## src/design/wdt_pkg.sv

```systemverilog
// Constants for the lockable watchdog with reset-cause record.
// Assumes one 10 MHz clock; the timewheel tick arrives as an enable pulse.
package wdt_pkg;
    localparam int          TW_W          = 10;
    localparam logic [1:0]  WD_EXPIRE     = 2'h3;
    localparam logic [1:0]  INTERVAL_LONG = 2'h3;
    localparam int          REC_WD_BIT    = 0;
    localparam int          REC_SW_BIT    = 1;
    localparam int          REC_GP0_BIT   = 2;
    localparam int          REC_GP1_BIT   = 3;
    localparam logic [3:0]  REC_RESET_VAL = 4'h0;
    localparam logic        LVR_DEFAULT   = 1'b1;

    typedef enum logic [1:0] {
        low_power_keep             = 2'b00,
        low_power_longest_interval = 2'b01,
        low_power_disable          = 2'b10
    } low_power_e;

    // Selected period in timewheel ticks, minus one for compare
    function automatic logic [TW_W-1:0] period_last(input logic [1:0] sel);
        case (sel)
            2'h0:    period_last = 10'h001;
            2'h1:    period_last = 10'h00f;
            2'h2:    period_last = 10'h07f;
            default: period_last = 10'h3ff;
        endcase
    endfunction
endpackage

```

## src/design/watchdog_with_reset_cause.sv

```systemverilog
// Lockable watchdog counting timewheel periods, plus reset-cause record.
// Assumes srst is the warm system reset; cold sources arrive from pins.
`timescale 1ns/10ps
`default_nettype none
module watchdog_with_reset_cause #(
    parameter int TW_W = wdt_pkg::TW_W
) (
    input  wire logic       clock,
    input  wire logic       srst,
    input  wire logic       tick,
    input  wire logic       cold_reset_pin,
    input  wire logic       software_reset_req,
    input  wire logic       watchdog_enable_action,
    input  wire logic [1:0] interval_sel,
    input  wire logic [1:0] low_power_sel,
    input  wire logic       watchdog_feed_action,
    input  wire logic       low_power_active,
    input  wire logic       record_clear,
    input  wire logic       gp_write,
    input  wire logic [1:0] gp_value,
    input  wire logic       lvr_disable_write,
    output logic            system_reset,
    output logic            watchdog_active,
    output logic [1:0]      watchdog_count,
    output logic [3:0]      reset_cause_record_q,
    output logic            low_voltage_reset_control
);
    typedef struct packed {
        logic            cold_m;
        logic            cold_s;
        logic            enabled;
        logic [1:0]      interval;
        logic [1:0]      lp_policy;
        logic [TW_W-1:0] timewheel_counter;
        logic [1:0]      count;
        logic            feed_pend;
        logic            sys_rst;
        logic            lvr_en;
    } state_s;
    state_s s_q, s_d;
    logic [1:0] eff_interval;
    logic       wd_run;
    logic       wd_fire;
    logic [3:0] rec_q;

    // Effective interval and run gate under low power
    always_comb begin
        eff_interval = s_q.interval;
        wd_run = s_q.enabled;
        if (low_power_active && s_q.lp_policy == wdt_pkg::low_power_longest_interval) begin
            eff_interval = wdt_pkg::INTERVAL_LONG;
        end
        if (low_power_active && s_q.lp_policy == wdt_pkg::low_power_disable) begin
            wd_run = 1'b0;
        end
        // One fire per expiry; the pending reset masks a second one
        wd_fire = wd_run && !s_q.sys_rst && s_q.count == wdt_pkg::WD_EXPIRE;
    end

    // Next state
    always_comb begin
        s_d = s_q;
        s_d.cold_m = cold_reset_pin;
        s_d.cold_s = s_q.cold_m;
        s_d.sys_rst = wd_fire || software_reset_req;
        if (lvr_disable_write) begin
            s_d.lvr_en = 1'b0;
        end
        if (tick) begin
            // Free running; a feed never realigns it
            if (s_q.timewheel_counter >= wdt_pkg::period_last(eff_interval)) begin
                s_d.timewheel_counter = '0;
            end else begin
                s_d.timewheel_counter = s_q.timewheel_counter + 1'b1;
            end
        end
        if (watchdog_feed_action) begin
            s_d.feed_pend = 1'b1;
        end
        if (tick && s_q.feed_pend) begin
            s_d.count = '0;
            s_d.feed_pend = watchdog_feed_action;
        end else if (tick && wd_run && s_q.count != wdt_pkg::WD_EXPIRE &&
                     s_q.timewheel_counter >= wdt_pkg::period_last(eff_interval)) begin
            s_d.count = s_q.count + 1'b1;
        end
        // Only the first enable takes effect
        if (watchdog_enable_action && !s_q.enabled) begin
            s_d.interval = interval_sel;
            s_d.lp_policy = low_power_sel;
            s_d.timewheel_counter = '0;
            s_d.count = '0;
            s_d.enabled = 1'b1;
        end
    end

    // Warm or cold reset clears the watchdog; the cold synchroniser keeps running
    always_ff @(posedge clock) begin
        if (srst || s_q.sys_rst || s_q.cold_s) begin
            s_q <= '0;
            s_q.cold_m <= s_d.cold_m;
            s_q.cold_s <= s_d.cold_s;
            s_q.lvr_en <= wdt_pkg::LVR_DEFAULT;
        end else begin
            s_q <= s_d;
        end
    end

    reset_cause_record u_record (
        .clock        (clock),
        .cold_reset   (s_q.cold_s),
        .set_watchdog (wd_fire),
        .set_software (software_reset_req),
        .clear_record (record_clear),
        .gp_write     (gp_write),
        .gp_value     (gp_value),
        .record_q     (rec_q)
    );

    // Registered outputs
    always_ff @(posedge clock) begin
        if (srst) begin
            system_reset <= 1'b0;
            watchdog_active <= 1'b0;
            watchdog_count <= '0;
            reset_cause_record_q <= wdt_pkg::REC_RESET_VAL;
            low_voltage_reset_control <= wdt_pkg::LVR_DEFAULT;
        end else begin
            system_reset <= s_q.sys_rst;
            watchdog_active <= s_q.enabled;
            watchdog_count <= s_q.count;
            reset_cause_record_q <= rec_q;
            low_voltage_reset_control <= s_q.lvr_en;
        end
    end

    a_config_locked: assert property (@(posedge clock) disable iff (srst || s_q.sys_rst)
        s_q.enabled |=> s_q.enabled && $stable(s_q.interval) && $stable(s_q.lp_policy))
        else $error("locked configuration changed");
    a_enable_arms: assert property (@(posedge clock) disable iff (srst || s_q.sys_rst)
        (watchdog_enable_action && !s_q.enabled) |=> s_q.enabled && s_q.count == 2'h0
        && s_q.timewheel_counter == '0 && s_q.interval == $past(interval_sel))
        else $error("enable did not arm");
    a_expiry_resets: assert property (@(posedge clock) disable iff (srst)
        wd_fire |=> s_q.sys_rst ##1 !s_q.enabled)
        else $error("expiry did not reset");
    a_feed_zeroes: assert property (@(posedge clock) disable iff (srst || s_q.sys_rst)
        (tick && s_q.feed_pend && !(watchdog_enable_action && !s_q.enabled)) |=> s_q.count == 2'h0)
        else $error("feed did not zero count");
    a_count_step: assert property (@(posedge clock) disable iff (srst || s_q.sys_rst)
        (!tick && !watchdog_enable_action) |=> $stable(s_q.count))
        else $error("count moved without tick");
    a_lvr_default: assert property (@(posedge clock) s_q.sys_rst |=> s_q.lvr_en)
        else $error("low-voltage default not restored");
    a_lp_disable: assert property (@(posedge clock) disable iff (srst)
        (low_power_active && s_q.lp_policy == wdt_pkg::low_power_disable) |-> !wd_fire)
        else $error("fired while disabled in low power");
    a_out_follow: assert property (@(posedge clock) disable iff (srst)
        s_q.sys_rst |=> system_reset)
        else $error("reset output missing");
    c_enable: cover property (@(posedge clock) watchdog_enable_action && !s_q.enabled);
    c_expire: cover property (@(posedge clock) wd_fire);
    c_feed: cover property (@(posedge clock) tick && s_q.feed_pend && s_q.enabled);
endmodule
`default_nettype wire

```

## src/design/reset_cause_record.sv

```systemverilog
// Reset-cause record that survives watchdog and software resets.
// Assumes cold resets arrive already synchronised to clock.
`timescale 1ns/10ps
`default_nettype none
module reset_cause_record (
    input  wire logic       clock,
    input  wire logic       cold_reset,
    input  wire logic       set_watchdog,
    input  wire logic       set_software,
    input  wire logic       clear_record,
    input  wire logic       gp_write,
    input  wire logic [1:0] gp_value,
    output var  logic [3:0] record_q
);
    typedef struct packed {
        logic [3:0] rec;
    } state_s;
    state_s s_q, s_d;

    // Sets win over a firmware clear
    always_comb begin
        s_d = s_q;
        if (clear_record) begin
            s_d.rec = wdt_pkg::REC_RESET_VAL;
        end
        if (gp_write) begin
            s_d.rec[wdt_pkg::REC_GP1_BIT:wdt_pkg::REC_GP0_BIT] = gp_value;
        end
        if (set_watchdog) begin
            s_d.rec[wdt_pkg::REC_WD_BIT] = 1'b1;
        end
        if (set_software) begin
            s_d.rec[wdt_pkg::REC_SW_BIT] = 1'b1;
        end
    end

    // Of all resets, only a cold reset clears the record
    always_ff @(posedge clock) begin
        if (cold_reset) begin
            s_q <= '{rec: wdt_pkg::REC_RESET_VAL};
        end else begin
            s_q <= s_d;
        end
    end
    assign record_q = s_q.rec;

    a_cold_clears: assert property (@(posedge clock) cold_reset |=> record_q == wdt_pkg::REC_RESET_VAL)
        else $error("record not cleared by cold reset");
    a_wd_flag_set: assert property (@(posedge clock) disable iff (cold_reset)
        set_watchdog |=> record_q[wdt_pkg::REC_WD_BIT])
        else $error("watchdog flag not set");
endmodule
`default_nettype wire

```

## config.mk

```make
export PLATFORM = sky130hd
export DESIGN_NAME = watchdog_with_reset_cause
export DESIGN_NICKNAME = d
export VERILOG_FILES = /design/src/design/wdt_pkg.sv /design/src/design/watchdog_with_reset_cause.sv /design/src/design/reset_cause_record.sv
export SDC_FILE = /design/constraint.sdc
export NUM_CORES = 1
export LEC_CHECK = 0
export BUFFER_PORTS_ARGS = -buffer_cell sky130_fd_sc_hd__buf_2
export CAP_MARGIN = 20
export CELL_PAD_IN_SITES_DETAIL_PLACEMENT = 1
export CELL_PAD_IN_SITES_GLOBAL_PLACEMENT = 1
export CORE_MARGIN = 4
export CORE_UTILIZATION = 42
export DETAILED_ROUTE_END_ITERATION = 8
export HOLD_SLACK_MARGIN = 0.15
export PLACE_DENSITY = 0.89
export SYNTH_ARGS = -nofsm -noshare
export SYNTH_HDL_FRONTEND = slang
export SYNTH_SLANG_ARGS = --single-unit
```

## constraint.sdc

```tcl
create_clock -name clock -period 2.6 [get_ports clock]
set_input_delay 0.52 -clock clock [delete_from_list [all_inputs] [get_ports clock]]
set_output_delay 0.52 -clock clock [all_outputs]
set_load 0.05 [all_outputs]
```

==> summary.md <==
| Metric | Value |
|---|---|
| Highest metal used | `met4` |
| CP Max Fanout | `7` |
| Crit-path most repeated cell | `a21oi_1` |
| Final setup TNS | `0 ns` |
| Die width | `about 68 microns` |
| Max clock buf depth | `2` |
| Placement Setup Slack | `0.126 ns` |
| Yosys cell types | `35` |
| Worst r2r src | `s_q[16]$_SDFFE_PP0P_` |
| Post-Synthesis Cell Area | `1500 sq um` |
| Slowest cell on crit path | `a221oi_4` |
| Final hold violations | `0` |
| CP required | `2.89 ns` |
| Cell Rows | `21` |
| Global route overflow | `0` |
| Status | `finished, final reports clean` |
| CP max stage delay | `approximately 0.46 ns` |
| Initial antenna violation count | `0` |
| Antenna viol nets, final | `0` |
| Clock-pin slew on the worst setup and hold paths | `0.11 ns` |
| PortBufs | `25` |
| Peak supply drop | `0.184 mV` |
| Clock Skew | `0.00591 ns` |
| Worst Max-Slew Pin Slew | `0.551 ns` |
| Max Clock Freq | `441 MHz` |
| CTS tree | `built` |
| CTS buffer count | `5` |
| RSZ-0062 raised after global routing | `no` |
| Placed cell area | `~1700 sq um` |
| Htree depth | `2` |
| PwrDens | `642 nW/um^2` |
| Global-route wire length before repair | `about 6000 microns` |
| Pwr Total | `1.13 mW` |
| Tcrit/Tclk final | `87.2%` |
| FF+latch count, synth | `35` |
| Syn Nets | `175` |
| DR WL/cell | `15.8 microns` |
| Synth-to-layout area growth | `17.6%` |
| DIE AREA | `4600 sq um` |
| Hold Crit Start | `cold_reset_pin` |
| Die H | `slightly below 70 microns` |
| Core area | `3390 sq um` |
| ANT cells | `0` |
| Reg2Reg Setup Slack | `0.33 ns` |
| 1st-pass router iterations | `4` |
| Final setup viols | `0` |
| Hold Path Stages | `1` |
| Critical Path Source Type | `flop` |
| Final Util | `between 50% and 60%` |
| Placer's final routability congestion estimate | `0.808` |
| Hold-fix buffers, CTS | `0` |
| WS Path Type | `reg2reg` |
| Via count | `1185` |
| Postcts setup bufs | `0` |
| Final Instance Area | `around 1800 sq um` |
| Metal3 WL | `197 microns` |
| Crit-path cells | `and3b_4 > a21oi_1 > ha_1 > a21oi_1 > nand2_1 > a221oi_4 > o21ai_0 > a21boi_1` |
| Tmin final | `2.27 ns` |
| Ports | `26` |
| Residual DRC count | `0` |
| Worst-Skew Late Latency | `0.36 ns` |
| R2R depth | `8` |
| Pin count of the biggest net entering global routing | `13` |
| Hold WC Path Type | `in2reg` |
| Leak pwr | `about 0.76 nW` |
| Buffers & Inverters on Critical Path | `0` |
| CTS-repair resized insts | `0` |
| Initial Utilization | `44.4%` |
| Most frequent cells in the layout | `dfxtp_1, buf_2, nor2_1, a21oi_1, nand2_1` |
| Mapped Cells | `150` |
| Sequential fraction of the synthesis area | `a little under half` |
| Hpwl dp | `2730 microns` |
| CP Capture Type | `flop` |
| CP Data Arrival Time | `between 2 and 3 ns` |
| Delay-heaviest family, CP | `compound AO/OA/AOI/OAI gates` |
| Global Route Usage Sum | `17.5%` |
| Syn_area_per_cell | `10.0 sq um` |
| Pins Over Slew Limit | `0` |
| Synth Warn # | `0` |
| Clock sinks | `35` |
| Routed met2 length | `1830 microns` |
| Vias per inst | `5.27` |
| Relative slew slack | `63.2%` |
| Root Buffer | `clkbuf_4` |
| Most common cell after layout, fill and taps aside | `dfxtp_1` |
| Layout cells sized above 1 | `a little under a quarter` |
| Initial DRC Count | `75` |
| M1 WL | `~1400 microns` |
| Vias in the first global route | `approximately 1300` |
| # nets final | `203` |
| Fin worst setup slack | `0.332 ns` |
| Max-Cap Viols | `0` |
| Final WL | `3550 microns` |
| Reg-to-reg endpoint | `s_q[3]$_SDFFE_PP0P_` |
| Worst Hold End | `s_d[20]$_DFF_P_` |
==> worst max path at each step <==
| stage | start | to | cells after the start |
|---|---|---|---|
| 2_1_floorplan | low_power_active | s_q[4]$_SDFFE_PP0P_ | 8 |
| 3_3_place_gp | low_power_active | s_q[4]$_SDFFE_PP0P_ | 9 |
| 3_5_place_dp | low_power_active | s_q[9]$_SDFFE_PP0P_ | 9 |
| 4_1_cts | s_q[16]$_SDFFE_PP0P_ | s_q[3]$_SDFFE_PP0P_ | 8 |
| 5_1_grt | s_q[16]$_SDFFE_PP0P_ | s_q[6]$_SDFFE_PP0P_ | 8 |
| 6_report | s_q[16]$_SDFFE_PP0P_ | s_q[3]$_SDFFE_PP0P_ | 8 |
==> area by class of cell <==
cell class                 instances  area (sq um)
clock buffer                       5          37.5
clock inverter                     3          67.6
fill                             394          1620
inverter                           3          11.3
multi-input combinational        108           768
sequential                        35           701
tap                               46          57.6
timing repair buffer              25           125
==> routing by layer <==
metal / global-route usage (%) / up-vias
met3: 5.25 / 13
met1: 17.5 / 572
li1: - / 573
met2: 31.7 / 27
met5: 0 / -
met4: 10.7 / 0
==> power by group <==
group | internal, mW | switching [mW] | total, mW
Combinational | 0.0329 | 0.0497 | 0.0827
Clock | 0.299 | 0.196 | 0.494
Sequential | 0.549 | 0.00897 | 0.558
==> flip-flops by register name, summed over array words and instances, names as in the netlist <==
| signal | count |
|---|---|
| s_q | 21 |
| low_voltage_reset_control | 1 |
| s_d | 1 |
| u_record.record_q | 4 |
| reset_cause_record_q | 4 |
| watchdog_active | 1 |
| watchdog_count | 2 |
| system_reset | 1 |
==> cell usage after synthesis (all sizes together) <==
cell type  count  area share, %
a21o           1           0.50
clkbuf         2           0.50
nand3          6            2.0
nand4b         2            1.2
or2            2            1.0
xor2           7            4.1
o21ai          2           0.66
nand2         10            2.5
dfxtp         35             47
nor2b          5            2.1
ha             8            6.7
a21oi         12            4.7
and2b          5            2.5
nor3b          2            1.0
buf            2            1.1
o41ai          1            1.8
and4           1           0.58
nor2          22            5.5
a31oi          1           0.42
nor4           1            1.4
inv            3           0.75
and3b          1           0.83
mux2i          5            3.3
a221oi         1            1.7
and3           2           0.83
nand3b         2            1.0
nand4          4            1.7
or3            2           0.83
a21boi         1           0.50
o21bai         2            1.7
==> cells by family after synthesis <==
group | count (synthesis) | synth area share, %
AO/OA/AOI/OAI | 21 | 12.1
flip-flops | 35 | 46.6
multiplexers | 5 | 3.33
adder cells (fa/ha/maj) | 8 | 6.66
XOR/XNOR | 7 | 4.08
buffers and inverters | 7 | 2.33
AND/OR/NAND/NOR | 67 | 24.9
==> per-stage QoR <==
step | std cells | hold slack (ns)
final | 225 | 0.268
after global routing | 225 | 0.261
after CTS | 225 | 0.262
after detailed placement | 217 | 0.318
after global placement | 217 | 0.312
after floorplan | 150 | 0.310
(Power assumes the default switching activity.)
